### src/common/dwr_pkg.sv
// Package for the drive warning and access register block.
// Assumes one system clock; register offsets are byte addresses.
`default_nettype none
package dwr_pkg;
   localparam logic [15:0] OFS_CHANNEL_LOCK = 16'h013c;
   localparam logic [15:0] OFS_ABS_NEEDS_HOMING = 16'h062c;
   localparam logic [15:0] OFS_ANALOG_IN1 = 16'h0902;
   localparam logic [15:0] OFS_STORED_WARN = 16'h1c18;
   localparam logic [15:0] OFS_ACTIVE_WARN = 16'h1c16;
   localparam logic [15:0] RST_CHANNEL_LOCK = 16'h0000;
   localparam logic [15:0] RST_ABS_NEEDS_HOMING = 16'h0000;
   localparam logic [15:0] RST_WARN = 16'h0000;
   // Bits 3, 14, 15 reserved
   localparam logic [15:0] WARN_VALID_MASK = 16'h3ff7;
   // Bits 10, 11, 13 follow their cause
   localparam logic [15:0] WARN_SELF_CLEAR_MASK = 16'h2c00;
   localparam int BIT_GENERAL = 0;
   localparam int BIT_AMP_TEMP = 1;
   localparam int BIT_MOTOR_TEMP = 2;
   localparam int BIT_OVL_AMP = 4;
   localparam int BIT_OVL_MOTOR = 5;
   localparam int BIT_OVL_BRAKE = 6;
   localparam int BIT_CAN = 7;
   localparam int BIT_ENCODER = 8;
   localparam int BIT_RS485 = 9;
   localparam int BIT_POWER_EN = 10;
   localparam int BIT_UNDERVOLT = 11;
   localparam int BIT_PROFIBUS = 12;
   localparam int BIT_POS_INVALID = 13;
   localparam logic signed [15:0] ANA_MIN_MV = -16'sd10000;
   localparam logic signed [15:0] ANA_MAX_MV = 16'sd10000;
   localparam int SYNC_STAGES = 3;

   typedef struct packed {
      logic general;
      logic amp_temp;
      logic motor_temp;
      logic ovl_amp;
      logic ovl_motor;
      logic ovl_brake;
      logic can;
      logic encoder;
      logic rs485;
      logic undervolt;
      logic profibus;
      logic pos_invalid;
   } dwr_cause_t;

   typedef struct packed {
      logic wr;
      logic rd;
      logic [15:0] addr;
      logic [15:0] wdata;
   } dwr_req_t;
endpackage
`default_nettype wire

### src/verilog/dwr_sync.sv
// Three-stage synchroniser with agreement of stages two and three.
// Assumes asynchronous pin inputs; output holds until stages agree.
`default_nettype none
module dwr_sync #(
   parameter int WIDTH = 1
) (
   // Clock and reset
   input wire logic sys_clk,
   input wire logic resetn,
   // Data
   input wire logic [WIDTH-1:0] async_in,
   output logic [WIDTH-1:0] sync_out,
   // Power-up value
   input wire logic [WIDTH-1:0] init_val
);
   logic [WIDTH-1:0] s1_q;
   logic [WIDTH-1:0] s2_q;
   logic [WIDTH-1:0] s3_q;

   if (WIDTH < 1)
   begin : g_bad_width
      $error("dwr_sync width must be positive");
   end

   always_ff @(posedge sys_clk)
   begin
      s1_q <= async_in;
      s2_q <= s1_q;
      s3_q <= s2_q;
   end

   // Bitwise: a bit changes only once two stages agree
   always_ff @(posedge sys_clk)
   begin
      if (!resetn)
         sync_out <= init_val;
      else
         sync_out <= (s2_q & s3_q) | (sync_out & (s2_q | s3_q));
   end
endmodule // dwr_sync
`default_nettype wire

### src/verilog/dwr_regs.sv
// Warning, homing-gate, channel lock and analogue register block.
// Assumes causes come from same-clock monitors; only pins synchronised.
//
// Operation
// RULE1: Sixteen bit stored warnings stay set once occurred
// RULE2: Fault clear command clears all stored bits; code keeps bits whose cause is active in the clear cycle
// RULE3: Bits 10, 11, 13 self clear
// RULE4: Bits 0-2, 4-6 temperatures and overloads
// RULE5: Bits 7, 8, 9, 12 comms and encoder
// RULE6: Bits 10, 11, 13 power, undervoltage, position
// RULE7: Reserved bits 3, 14, 15 read zero
// RULE8: Live active warning vector, same layout
// RULE9: Homing setting gates absolute positioning
// RULE10: Lock rejects commissioning, panel, second fieldbus
// RULE11: Lock clear accepts all channels
// RULE12: Hardware inputs processed regardless of lock
// RULE13: Analogue input one in signed millivolts
`default_nettype none
module dwr_regs (
   // Clock and reset
   input wire logic sys_clk,
   input wire logic resetn,
   // Primary fieldbus register access
   input wire dwr_pkg::dwr_req_t fb_req,
   output logic [15:0] fb_rdata_q,
   output logic fb_ack_q,
   output logic fb_err_q,
   // Other channels: commissioning, panel, second fieldbus
   input wire dwr_pkg::dwr_req_t sec_req,
   output logic [15:0] sec_rdata_q,
   output logic sec_ack_q,
   output logic sec_rejected_q,
   // Warning causes and commands
   input wire dwr_pkg::dwr_cause_t warn_cause,
   input wire logic fault_clear_command,
   input wire logic power_stage_enable_a,
   input wire logic power_stage_enable_b,
   input wire logic halt_in,
   // Analogue input one, raw millivolts
   input wire logic signed [15:0] analog_input_one,
   // Positioning gate
   input wire logic homing_done,
   input wire logic abs_move_req,
   output logic abs_move_allowed_q,
   output logic abs_move_refused_q,
   output logic halt_q,
   // Status
   output logic [15:0] stored_warning_vector_q,
   output logic [15:0] active_warning_vector_q,
   output logic channel_lock_q
);
   logic [2:0] pins_s;
   logic [15:0] active_d;
   logic [15:0] abs_home_q;
   logic signed [15:0] analog_in1_voltage_q;
   logic fb_hit;
   logic sec_ok;

   function automatic logic [15:0] rd_mux(input logic [15:0] a,
      input logic [15:0] lock, input logic [15:0] home,
      input logic [15:0] ana, input logic [15:0] stw,
      input logic [15:0] acw);
      case (a)
         dwr_pkg::OFS_CHANNEL_LOCK: rd_mux = lock;
         dwr_pkg::OFS_ABS_NEEDS_HOMING: rd_mux = home;
         dwr_pkg::OFS_ANALOG_IN1: rd_mux = ana;
         dwr_pkg::OFS_STORED_WARN: rd_mux = stw;
         dwr_pkg::OFS_ACTIVE_WARN: rd_mux = acw;
         default: rd_mux = 16'h0000;
      endcase
   endfunction

   function automatic logic mapped(input logic [15:0] a);
      mapped = (a == dwr_pkg::OFS_CHANNEL_LOCK)
         || (a == dwr_pkg::OFS_ABS_NEEDS_HOMING)
         || (a == dwr_pkg::OFS_ANALOG_IN1)
         || (a == dwr_pkg::OFS_STORED_WARN)
         || (a == dwr_pkg::OFS_ACTIVE_WARN);
   endfunction

   // Enable pins and halt are pins: synchronise
   // Power-up: enables idle high, halt idle low, so no false halt
   dwr_sync #(
      .WIDTH(3)
   ) u_sync (
      .sys_clk(sys_clk),
      .resetn(resetn),
      .async_in({halt_in, power_stage_enable_b, power_stage_enable_a}),
      .sync_out(pins_s),
      .init_val(3'b011)
   );

   always_comb
   begin
      active_d = 16'h0000;
      active_d[dwr_pkg::BIT_GENERAL] = warn_cause.general; // RULE4
      active_d[dwr_pkg::BIT_AMP_TEMP] = warn_cause.amp_temp; // RULE4
      active_d[dwr_pkg::BIT_MOTOR_TEMP] = warn_cause.motor_temp; // RULE4
      active_d[dwr_pkg::BIT_OVL_AMP] = warn_cause.ovl_amp; // RULE4
      active_d[dwr_pkg::BIT_OVL_MOTOR] = warn_cause.ovl_motor; // RULE4
      active_d[dwr_pkg::BIT_OVL_BRAKE] = warn_cause.ovl_brake; // RULE4
      active_d[dwr_pkg::BIT_CAN] = warn_cause.can; // RULE5
      active_d[dwr_pkg::BIT_ENCODER] = warn_cause.encoder; // RULE5
      active_d[dwr_pkg::BIT_RS485] = warn_cause.rs485; // RULE5
      active_d[dwr_pkg::BIT_PROFIBUS] = warn_cause.profibus; // RULE5
      active_d[dwr_pkg::BIT_POWER_EN] = ~(pins_s[0] & pins_s[1]); // RULE6
      active_d[dwr_pkg::BIT_UNDERVOLT] = warn_cause.undervolt; // RULE6
      active_d[dwr_pkg::BIT_POS_INVALID] = warn_cause.pos_invalid; // RULE6
      active_d = active_d & dwr_pkg::WARN_VALID_MASK; // RULE7
   end

   always_ff @(posedge sys_clk)
   begin
      if (!resetn)
         active_warning_vector_q <= dwr_pkg::RST_WARN;
      else
         active_warning_vector_q <= active_d; // RULE8
   end

   // New warnings win over a clear in the same cycle
   always_ff @(posedge sys_clk)
   begin
      if (!resetn)
         stored_warning_vector_q <= dwr_pkg::RST_WARN;
      else if (fault_clear_command)
         stored_warning_vector_q <= active_d; // RULE2
      else
         stored_warning_vector_q <= active_d // RULE1
            | (stored_warning_vector_q
               & ~dwr_pkg::WARN_SELF_CLEAR_MASK); // RULE3
   end

   assign fb_hit = fb_req.wr || fb_req.rd;
   assign sec_ok = !channel_lock_q; // RULE11

   // Primary fieldbus writes settings; read-only targets ignore data
   always_ff @(posedge sys_clk)
   begin
      if (!resetn)
      begin
         channel_lock_q <= dwr_pkg::RST_CHANNEL_LOCK[0];
         abs_home_q <= dwr_pkg::RST_ABS_NEEDS_HOMING;
      end
      else if (fb_req.wr)
      begin
         if (fb_req.addr == dwr_pkg::OFS_CHANNEL_LOCK)
            channel_lock_q <= fb_req.wdata[0];
         else if (fb_req.addr == dwr_pkg::OFS_ABS_NEEDS_HOMING)
            abs_home_q <= {15'h0000, fb_req.wdata[0]};
      end
      else if (sec_req.wr && sec_ok
               && sec_req.addr == dwr_pkg::OFS_ABS_NEEDS_HOMING)
         abs_home_q <= {15'h0000, sec_req.wdata[0]};
   end

   always_ff @(posedge sys_clk)
   begin
      if (!resetn)
      begin
         fb_ack_q <= 1'b0;
         fb_err_q <= 1'b0;
         fb_rdata_q <= 16'h0000;
      end
      else
      begin
         fb_ack_q <= fb_hit;
         fb_err_q <= fb_hit && !mapped(fb_req.addr);
         fb_rdata_q <= fb_req.rd ? rd_mux(fb_req.addr,
            {15'h0000, channel_lock_q}, abs_home_q,
            analog_in1_voltage_q, stored_warning_vector_q,
            active_warning_vector_q) : 16'h0000;
      end
   end

   always_ff @(posedge sys_clk)
   begin
      if (!resetn)
      begin
         sec_ack_q <= 1'b0;
         sec_rejected_q <= 1'b0;
         sec_rdata_q <= 16'h0000;
      end
      else
      begin
         sec_ack_q <= (sec_req.wr || sec_req.rd) && sec_ok; // RULE11
         sec_rejected_q <= (sec_req.wr || sec_req.rd) && !sec_ok; // RULE10
         sec_rdata_q <= (sec_req.rd && sec_ok) ? rd_mux(sec_req.addr,
            {15'h0000, channel_lock_q}, abs_home_q,
            analog_in1_voltage_q, stored_warning_vector_q,
            active_warning_vector_q) : 16'h0000;
      end
   end

   // Clamp to documented span
   always_ff @(posedge sys_clk)
   begin
      if (!resetn)
         analog_in1_voltage_q <= 16'sh0000;
      else if (analog_input_one > dwr_pkg::ANA_MAX_MV)
         analog_in1_voltage_q <= dwr_pkg::ANA_MAX_MV; // RULE13
      else if (analog_input_one < dwr_pkg::ANA_MIN_MV)
         analog_in1_voltage_q <= dwr_pkg::ANA_MIN_MV; // RULE13
      else
         analog_in1_voltage_q <= analog_input_one; // RULE13
   end

   always_ff @(posedge sys_clk)
   begin
      if (!resetn)
      begin
         abs_move_allowed_q <= 1'b0;
         abs_move_refused_q <= 1'b0;
         halt_q <= 1'b0;
      end
      else
      begin
         abs_move_allowed_q <= abs_move_req
            && (!abs_home_q[0] || homing_done); // RULE9
         abs_move_refused_q <= abs_move_req
            && abs_home_q[0] && !homing_done; // RULE9
         halt_q <= pins_s[2]; // RULE12
      end
   end
endmodule // dwr_regs
`default_nettype wire

### config.mk
export PLATFORM = sky130hd
export DESIGN_NAME = dwr_regs
export DESIGN_NICKNAME = d
export VERILOG_FILES = /design/src/common/dwr_pkg.sv /design/src/verilog/dwr_sync.sv /design/src/verilog/dwr_regs.sv
export SDC_FILE = /design/constraint.sdc
export NUM_CORES = 1
export LEC_CHECK = 0
export BUFFER_PORTS_ARGS = -buffer_cell sky130_fd_sc_hd__buf_2
export CAP_MARGIN = 20
export CORE_UTILIZATION = 45
export DETAILED_ROUTE_END_ITERATION = 10
export PLACE_DENSITY = 0.79
export SETUP_SLACK_MARGIN = 0.02
export SYNTH_ARGS = -nofsm -noshare
export SYNTH_HDL_FRONTEND = slang
export SYNTH_HIERARCHICAL = 1
export SYNTH_SLANG_ARGS = --single-unit
### constraint.sdc
create_clock -name sys_clk -period 2.22 [get_ports sys_clk]
set_input_delay 0.333 -clock sys_clk [delete_from_list [all_inputs] [get_ports sys_clk]]
set_output_delay 0.333 -clock sys_clk [all_outputs]
set_load 0.1 [all_outputs]
==> metrics.txt, run 1 <==
result of the run=complete, no violations; Clock Root Buffer=clkbuf_8; fraction of layout cells with a size suffix above 1=35.7%; Diodes inserted=0; share of synthesized area occupied by flip-flops and latches=53.5%; post-CTS setup buffer count=0; post-route minimum period=1.82 ns; stage delay of the slowest cell on the critical path=0.48 ns; worst relative slew slack=46.7%; Max VDD drop=around 0.4 mV; Final Total Pwr=3.54 mW; cell area after technology mapping=3440 µm²; dominant synthesized flop cell=dfxtp_1; drt first-iter violations=277; number of buffers on the longest clock path=2; Finished Cell Area=4510 µm²; hold-critical path endpoint=u_sync/s1_q[2]; layout-stage area growth over the synthesis result=31.2%; Detail Route Antenna Nets=0; Routed wire per std cell=between 15 and 20 µm; Least-Margin Pin Slew=0.794 ns; category of cells accounting for the largest share of critical-path delay=compound AO/OA/AOI/OAI gates; hold path start=halt_in; clock sink total=just over 90; number of search-and-repair iterations in the first detailed-routing pass=6; reg-to-reg critical path endpoint=sec_rdata_q[0]; type of element capturing the critical path=flip-flop; clock network latency to the later pin of the worst-skew pair=0.35 ns; count of cells resized by post-cts repair=0; number of standard-cell rows in the floorplan=31; timing startpoint of the critical path=analog_input_one[12]; start of the worst register-to-register path=channel_lock_q; clock buffer count from CTS=9; post-route clock skew=0.0139 ns; final-stage net count=slightly above 600; leading cell type in the layout, fill and taps excluded=buf_2; placed wire-length estimate after detailed placement=approximately 6.9 mm; routed wire length=9.10 mm; detailed-route DRC error count=0; commonest cells after routing, fill and taps aside=buf_2, dfxtp_1, nor2_1; cts-stage hold buffer count=0; Avg Inst Size Synth=between 9 and 10 µm²; final setup violation count=0; crit path max fanout=5; wire length of the first global-routing pass=13.4 mm; number of instances in the synthesized netlist=345; area enclosed by the die boundary=8000 µm²; buffer and inverter count on the worst path=1; number of max-capacitance violations reported=0; Die Span X=89.4 µm; fraction of registers with async set/reset=0%; final clock period utilization by the worst path=between 80% and 90%; last weighted congestion value of the routability-driven placer=roughly 0.9; fmax=0.549 GHz; initial core utilization=46.9%; number of antenna violations at the first check in global routing=0; worst hold slack=0.0776 ns; post-place instance area=4280 µm²; clock tree from TritonCTS=done; worst-case reg-to-reg path depth=5; vias per cell=5.34; aggregate global-route resource usage=22.2%; floorplan die height=just under 90 µm; # port buffers=139; Final Max Slew Viols=0; sum of negative setup slack=0 ns; type of origin of the critical path=input pin; total I/O pin count=176; residual overflow from global routing=0; setup repair after global routing missed its margin=false; critical path type=input pin to flip-flop; clock edge transition at the registers on the reported setup and hold paths=about 0.090 ns; worst slack at placement=0.0586 ns; Lkg Pwr=2.03 nW; total via count after detailed routing=about 3,200; H-tree depth=3; total of flip-flops plus latches after synthesis=92; power density cells=786 nW/µm²; EDFF count, synth=0; Hold Path Cell Cnt=1; vias in the first global route=just under 3,000; final worst-path setup slack=between 0.3 and 0.4 ns; count of filler cells inserted in the layout=634; count of different cell masters after synthesis=51; critical path, cell by cell=buf_2 -> or2_1 -> a2111o_1 -> a2111oi_2 -> nor3_1 -> o31a_1; Hold/Removal Path Class=input pin to flip-flop; worst path required time=2.46 ns; maximum number of pins on one net before global-route repair=19; data arrival time of the critical path=around 2.1 ns; warnings from Yosys=6; flop-to-flop setup slack=about 0.90 ns; count of endpoints failing hold in the final timing report=0; critical path's slowest cell=a2111oi_2; core area=7330 µm²
-- routing by layer --
layer	vias up	track usage (%)	wire, µm
li1	1556	-	-
met1	1495	27.5	3840
met2	151	37.9	4450
met3	19	3.69	614
met4	0	10.2	201
met5	-	0	0
-- flip-flops by register name, summed over array words and instances (netlist names) --
name / count
sec_rejected_q: 1
u_sync/s1_q: 3
sec_ack_q: 1
sec_rdata_q: 16
u_sync/s3_q: 3
abs_move_refused_q: 1
analog_in1_voltage_q: 16
u_sync/sync_out: 3
halt_q: 1
stored_warning_vector_q: 10
channel_lock_q: 1
abs_home_q: 1
fb_rdata_q: 16
abs_move_allowed_q: 1
u_sync/s2_q: 3
fb_err_q: 1
fb_ack_q: 1
active_warning_vector_q: 13
-- area by class of cell --
class                   instances  area, µm²  share of cell area, %
flip-flops and latches         92       1840                   40.8
multi-input cells             236       1490                   33.0
repair buffers                154        808                   17.9
clock buffers                  10        138                   3.05
well taps                      99        124                   2.75
clock inverters                 5       85.1                   1.89
inverters                       7       26.3                  0.582
-- metrics by stage --
step | util, % | cells
after floorplan | - | 352
after global placement | 58.4 | 587
after detailed placement | 58.4 | 587
after CTS | 61.4 | 602
after global routing | 61.5 | 603
final | 61.5 | 603
-- cells in the mapped netlist, types with 8 or more instances --
library cell / instances / share of area, %
dfxtp_1: 92 / 54
nor2_1: 50 / 5.5
a222oi_1: 18 / 5.2
nor2b_1: 16 / 2.9
and2_1: 15 / 2.7
o21a_1: 15 / 3.3
nor3_1: 13 / 1.9
a21oi_1: 11 / 1.6
nand2_1: 11 / 1.2
buf_4: 10 / 2.2
a22oi_1: 8 / 1.7
-- cell families after synthesis --
kind of cell	count (synthesis)	synth area share, %
AO/OA/AOI/OAI	73	16.9
adder cells (fa/ha/maj)	1	0.364
buffers and inverters	24	3.93
flip-flops	92	53.5
multiplexers	2	0.618
other	2	0.218
AND/OR/NAND/NOR	151	24.4
-- worst max-delay path by stage --
stage,endpoint,cells past startpoint
CTS,analog_in1_voltage_q[2],6
detailed placement,analog_in1_voltage_q[4],6
global placement,analog_in1_voltage_q[4],6
floorplan,analog_in1_voltage_q[4],5
global route,analog_in1_voltage_q[2],6
finish,analog_in1_voltage_q[4],6
-- power by group --
part	total, mW	internal [mW]	switching [mW]	leakage [nW]
Sequential	1.76	1.71	0.0452	0.757
Clock	1.23	0.665	0.564	0.109
Combinational	0.556	0.133	0.423	1.16
No activity file was read; power rests on OpenSTA's default activity.
==> inputs of run 2 (changes only) <==
--- a/config.mk
+++ b/config.mk
@@ -7,9 +7,9 @@
 export LEC_CHECK = 0
 export BUFFER_PORTS_ARGS = -buffer_cell sky130_fd_sc_hd__buf_2
 export CAP_MARGIN = 20
-export CORE_UTILIZATION = 45
+export CORE_UTILIZATION = 41
 export DETAILED_ROUTE_END_ITERATION = 10
-export PLACE_DENSITY = 0.79
+export PLACE_DENSITY = 0.76
 export SETUP_SLACK_MARGIN = 0.02
 export SYNTH_ARGS = -nofsm -noshare
 export SYNTH_HDL_FRONTEND = slang
==> constraint.sdc (replaced) <==
create_clock -name sys_clk -period 1.5 [get_ports sys_clk]
set_input_delay 0.225 -clock sys_clk [delete_from_list [all_inputs] [get_ports sys_clk]]
set_output_delay 0.225 -clock sys_clk [all_outputs]
set_load 0.1 [all_outputs]
==> metrics.txt, run 2 (same netlist as run 1, synthesis figures left out) <==
count of endpoints failing hold in the final timing report=0 (unchanged); setup repair after global routing missed its margin=true; area enclosed by the die boundary=8760 µm² (+9.5%); portion of total power attributed to the clock network=32.1% (-2.6 points); # port buffers=139 (unchanged); Detail Route Antenna Nets=0 (unchanged); power density cells=1040 nW/µm² (+32%); worst path required time=1.74 ns (-0.72 ns); sw frac=30.9% (+1.7 points); Hold Path Cell Cnt=2 (+1); Die Span X=93.6 µm (+4.7%); Final Max Slew Viols=0 (unchanged); Routed wire per std cell=15.2 µm (+1.0%); number of max-capacitance violations reported=0 (unchanged); final setup violation count=3 (+3); buffer and inverter count on the worst path=2 (+1); fraction of layout cells with a size suffix above 1=43.6% (+7.9 points); type of origin of the critical path=input pin; number of search-and-repair iterations in the first detailed-routing pass=5 (-1); Clock Root Buffer=clkbuf_8; vias per cell=5.23 (-2.0%); fraction of power consumed by sequential logic=50.3% (+0.7 points); Final Total Pwr=5.17 mW (+46%); maximum number of pins on one net before global-route repair=26 (+7); sum of negative setup slack=-0.0377 ns (-0.0377 ns); drt first-iter violations=195 (-30%); leading cell type in the layout, fill and taps excluded=buf_2; total I/O pin count=176 (unchanged); fmax=0.656 GHz; critical path, cell by cell=buf_6 -> or2_1 -> a2111o_1 -> a2111oi_4 -> buf_4 -> nor3_4 -> o31a_1; hold path start=homing_done; Hold/Removal Path Class=input pin to flip-flop; type of element capturing the critical path=flip-flop; Lkg Pwr=2.23 nW (+10%); Least-Margin Pin Slew=0.790 ns (-0.00394 ns); number of standard-cell rows in the floorplan=33 (+6.5%); placed wire-length estimate after detailed placement=7.31 mm (+5.7%); start of the worst register-to-register path=channel_lock_q; cell-internal power=3.58 mW (+42%); critical path's slowest cell=a2111o_1; final-stage net count=642 (+6.1%); Max VDD drop=0.481 mV (+23%); worst relative slew slack=47.0% (+0.26 points); detailed-route DRC error count=0 (unchanged); number of buffers on the longest clock path=2 (unchanged); initial core utilization=42.1% (-4.8 points); critical path type=input pin to flip-flop; floorplan die height=93.6 µm (+4.7%); clock network latency to the later pin of the worst-skew pair=0.35 ns (about the same); reg-to-reg critical path endpoint=sec_rdata_q[0]; stage delay of the slowest cell on the critical path=0.41 ns (-0.07 ns); number of antenna violations at the first check in global routing=0 (unchanged); wire length of the first global-routing pass=14.7 mm (+9.7%); Sw Pwr=1.60 mW (+55%); core area=8180 µm² (+12%); total via count after detailed routing=3,381 (+5.0%); layout-stage area growth over the synthesis result=44.8%; routed wire length=9.85 mm (+8.2%); residual overflow from global routing=0 (unchanged); last weighted congestion value of the routability-driven placer=0.878 (-2.1%); commonest cells after routing, fill and taps aside=buf_2, dfxtp_1, nor2_1; Largest regs=analog_in1_voltage_q: 16 flops, fb_rdata_q: 16 flops, sec_rdata_q: 16 flops; post-route minimum period=approximately 1.5 ns; clock sink total=92 (unchanged); final worst-path setup slack=-0.0235 ns (-0.422 ns); final clock period utilization by the worst path=102%; clock tree from TritonCTS=done; count of filler cells inserted in the layout=708 (+12%); Diodes inserted=0 (unchanged); logic gate share of total power=17.6% (+1.9 points); violated checks=setup timing; data arrival time of the critical path=1.77 ns (-0.29 ns); clock buffer count from CTS=9 (unchanged); result of the run=finished, violations left; post-route clock skew=0.0102 ns (-0.00372 ns); worst-case reg-to-reg path depth=4 (-1); category of cells accounting for the largest share of critical-path delay=compound AO/OA/AOI/OAI gates; hold-critical path endpoint=abs_move_refused_q; flop-to-flop setup slack=0.23 ns (-0.67 ns); vias in the first global route=3,263 (+13%); crit path max fanout=5 (unchanged); H-tree depth=3 (unchanged); clock edge transition at the registers on the reported setup and hold paths=0.09 ns (about the same); aggregate global-route resource usage=21.8% (-0.41 points)
[run 2: layout make-up]
| class | instances | area, µm² | share of cell area (%) |
|---|---|---|---|
| sequential | 92 | 1850 | 37.1 |
| multi-input combinational | 238 | 1660 | 33.3 |
| timing repair buffer | 189 | 1120 | 22.5 |
| tap | 105 | 131 | 2.64 |
| clock buffer | 9 | 124 | 2.49 |
| clock inverter | 6 | 72.6 | 1.46 |
| inverter | 7 | 26.3 | 0.528 |
[run 2: worst reg2reg max path: cells and delay by family, from the launching register on]
kind	cells	cell delay [ns]
DFF	1	0.35
buffers and inverters	1	0.18
AOI/OAI and AO/OA	2	0.38
and+or+nand+nor	1	0.29
[run 2: metrics by stage]
step | instance area (µm²) | hold slack [ns] | setup slack (ns) | util [%] | std cells
after floorplan | 3550 | 0.253 | -0.157 | - | 352
after global routing | 4980 | 0.0252 | -0.0799 | 60.9 | 646
after global placement | 4630 | 0.313 | -0.328 | 56.6 | 624
after CTS | 4910 | 0.0216 | 0.00334 | 60.1 | 645
after detailed placement | 4630 | 0.314 | -0.418 | 56.6 | 624
final | 4980 | 0.0388 | -0.0235 | 60.9 | 646
[run 2: how the worst max path moves through the flow]
stage / cells past startpoint / from / slack [ns] / endpoint
4_1_cts: 7 / analog_input_one[12] / 0.003 / analog_in1_voltage_q[4]
3_5_place_dp: 6 / analog_input_one[12] / -0.42 / analog_in1_voltage_q[3]
5_1_grt: 7 / analog_input_one[12] / -0.08 / analog_in1_voltage_q[4]
6_report: 7 / analog_input_one[12] / -0.02 / analog_in1_voltage_q[4]
2_1_floorplan: 5 / analog_input_one[12] / -0.16 / analog_in1_voltage_q[4]
3_3_place_gp: 6 / analog_input_one[12] / -0.33 / analog_in1_voltage_q[3]
[run 2: power by group through the flow]
stage	Clock [mW]	Combinational, mW	Sequential [mW]
final	1.66	0.910	2.60
after global routing	1.82	0.955	2.62
after CTS	1.70	0.896	2.60
after detailed placement	0	0.876	2.66
after floorplan	0	0.298	2.97
after global placement	0	0.861	2.66
[run 2: what timing repair did]
item,CTS,global route
gates cloned,1,1
endpoints found under the setup margin,5,36
pin swaps,0,9
endpoints found under the hold margin,3,0
gates resized for setup,4,10
setup buffers,2,0
hold buffers,3,0
[run 2: routing by layer]
metal	global-route usage, %	up-vias	part of all wire [%]
met3	4.63	21	6.1
met2	37.9	133	51
met1	25.5	1588	41
li1	-	1639	-
met5	0	-	0
met4	10.0	0	2.4
==> inputs of run 3 (changes only) <==
--- a/config.mk
+++ b/config.mk
@@ -7,6 +7,7 @@
 export LEC_CHECK = 0
 export BUFFER_PORTS_ARGS = -buffer_cell sky130_fd_sc_hd__buf_2
 export CAP_MARGIN = 20
+export CORE_ASPECT_RATIO = 0.5
 export CORE_UTILIZATION = 41
 export DETAILED_ROUTE_END_ITERATION = 10
 export PLACE_DENSITY = 0.76
==> metrics.txt, run 3 (same netlist as run 1, synthesis figures left out) <==
result of the run=finished, violations left; violated checks=setup timing; detailed-route DRC error count=0 (unchanged); Max VDD drop=0.848 mV (+76%); vias per cell=5.15 (-1.6%); Lkg Pwr=2.27 nW (+2.0%); clock network latency to the later pin of the worst-skew pair=0.33 ns (-0.02 ns); cell-internal power=4.01 mW (+12%); drt first-iter violations=369 (+89%); logic gate share of total power=16.3% (-1.3 points); total via count after detailed routing=3,368 (-0.38%); number of standard-cell rows in the floorplan=23 (-30%); Clock Root Buffer=clkbuf_16; data arrival time of the critical path=1.81 ns (+0.04 ns); placed wire-length estimate after detailed placement=7.31 mm (about the same); fraction of layout cells with a size suffix above 1=44.5% (+0.84 points); Final Max Slew Viols=0 (unchanged); final setup violation count=5 (+2); final clock period utilization by the worst path=106% (+4.8 points); critical path, cell by cell=buf_6 -> or2_4 -> a2111o_1 -> a2111oi_4 -> buf_4 -> nor3_4 -> o31a_1; worst path required time=1.71 ns (-0.03 ns); type of element capturing the critical path=flip-flop; worst relative slew slack=54.5% (+7.6 points); core area=8060 µm² (-1.4%); final-stage net count=642 (unchanged); Hold/Removal Path Class=input pin to flip-flop; maximum number of pins on one net before global-route repair=20 (-23%); clock sink total=92 (unchanged); area enclosed by the die boundary=8780 µm² (+0.26%); total I/O pin count=176 (unchanged); post-route insts no fill=654 (+1.2%); vias in the first global route=3,111 (-4.7%); Detail Route Antenna Nets=0 (unchanged); start of the worst register-to-register path=channel_lock_q; Hold Path Cell Cnt=2 (unchanged); hold-critical path endpoint=abs_move_refused_q; clock edge transition at the registers on the reported setup and hold paths=0.06 ns (-0.03 ns); initial core utilization=42.7% (+0.61 points); reg-to-reg critical path endpoint=sec_rdata_q[0]; critical path's slowest cell=a2111o_1; setup repair after global routing missed its margin=true; flop-to-flop setup slack=0.17 ns (-0.06 ns); fraction of power consumed by sequential logic=46.3% (-4.0 points); portion of total power attributed to the clock network=37.4% (+5.3 points); Sw Pwr=1.63 mW (+2.1%); post-route minimum period=1.59 ns (+0.0713 ns); sw frac=28.9% (-2.0 points); H-tree depth=3 (unchanged); layout-stage area growth over the synthesis result=49.0%; routed wire length=9.93 mm (+0.80%); number of max-capacitance violations reported=0 (unchanged); leading cell type in the layout, fill and taps excluded=buf_2; hold path start=homing_done; post-place instance area=4640 µm² (+0.30%); Least-Margin Pin Slew=0.674 ns (-0.116 ns); Finished Cell Area=5120 µm² (+2.9%); cell count after placement=630 (+0.96%); floorplan die height=66.8 µm (-29%); wire length of the first global-routing pass=15.0 mm (+2.1%); fmax=0.627 GHz (-4.5%); Diodes inserted=0 (unchanged); aggregate global-route resource usage=22.2% (+0.41 points); post-route clock skew=0.00627 ns (-0.00393 ns); number of search-and-repair iterations in the first detailed-routing pass=5 (unchanged); residual overflow from global routing=0 (unchanged); Die Span X=132 µm (+41%); count of endpoints failing hold in the final timing report=0 (unchanged); last weighted congestion value of the routability-driven placer=0.835 (-4.9%); number of antenna violations at the first check in global routing=0 (unchanged); clock tree from TritonCTS=done; # port buffers=139 (unchanged); power density cells=1100 nW/µm² (+6.0%); commonest cells after routing, fill and taps aside=buf_2, dfxtp_1, nor2_1; final worst-path setup slack=-0.0948 ns (-0.0713 ns); stage delay of the slowest cell on the critical path=0.41 ns (about the same); worst-case reg-to-reg path depth=4 (unchanged); number of buffers on the longest clock path=2 (unchanged); Largest regs=analog_in1_voltage_q: 16 flops, fb_rdata_q: 16 flops, sec_rdata_q: 16 flops; clock buffer count from CTS=9 (unchanged); critical path type=input pin to flip-flop; Routed wire per std cell=15.2 µm (-0.43%); type of origin of the critical path=input pin; crit path max fanout=5 (unchanged)
## run 3: cell types whose count changed in the layout (fill, tap and decap cells not counted), sizes merged
| cell | delta |
|---|---|
| buf | +2 |
| bufinv | -1 |
| clkbuf | +1 |
| clkinvlp | +3 |
| o31ai | -1 |
| inv | -3 |
## run 3: metrics by stage
step           TNS [ns]  util, %  setup WS, ns  power, mW  hold slack, ns
2_1_floorplan     -2.99        -        -0.157       3.27           0.253
3_3_place_gp     -10.78     57.6        -0.357       3.52           0.310
3_5_place_dp     -11.41     57.6        -0.464       3.53           0.313
4_1_cts          -0.247     62.5       -0.0768       5.66          0.0734
5_1_grt          -0.707     63.6        -0.137       5.84          0.0803
6_report         -0.277     63.6       -0.0948       5.64          0.0786
## run 3: metal layers
| layer | vias to the layer above | GRT usage, % | wire (µm) |
|---|---|---|---|
| met5 | - | 0 | 0 |
| met2 | 153 | 36.2 | 4610 |
| met4 | 0 | 7.70 | 121 |
| li1 | 1629 | - | - |
| met3 | 14 | 5.86 | 790 |
| met1 | 1572 | 28.7 | 4410 |
## run 3: worst max-delay path, delay by kind of cell
family / cells / cell delay, ns
AOI/OAI and AO/OA: 3 / 1.02
buffers and inverters: 2 / 0.28
and+or+nand+nor: 2 / 0.29
## run 3: cell type report
cell class | count | area, µm²
fill | 676 | 2930
sequential | 92 | 1850
multi-input combinational | 237 | 1680
timing repair buffer | 190 | 1140
clock buffer | 11 | 253
tap | 112 | 140
clock inverter | 5 | 36.3
inverter | 7 | 26.3
## run 3: worst max-delay path by stage
stage,from,end,slack (ns),cells past startpoint
2_1_floorplan,analog_input_one[12],analog_in1_voltage_q[4],-0.16,5
3_3_place_gp,analog_input_one[12],analog_in1_voltage_q[3],-0.36,6
3_5_place_dp,analog_input_one[12],analog_in1_voltage_q[3],-0.46,6
4_1_cts,analog_input_one[12],analog_in1_voltage_q[4],-0.08,6
5_1_grt,analog_input_one[12],analog_in1_voltage_q[2],-0.14,8
6_report,analog_input_one[12],analog_in1_voltage_q[4],-0.09,7
## run 3: power by group through the flow
stage	logic [mW]	clock network, mW	registers (mW)
floorplan	0.298	0	2.97
global placement	0.858	0	2.66
detailed placement	0.868	0	2.66
CTS	0.901	2.15	2.61
global route	0.969	2.26	2.62
finish	0.920	2.11	2.61
## run 3: timing repair
item	4_1_cts	5_1_grt
setup buffers	3	1
pin swaps	1	8
hold buffers	3	0
gates cloned	0	1
endpoints found under the setup margin	9	36
endpoints found under the hold margin	3	0
gates resized for setup	12	11
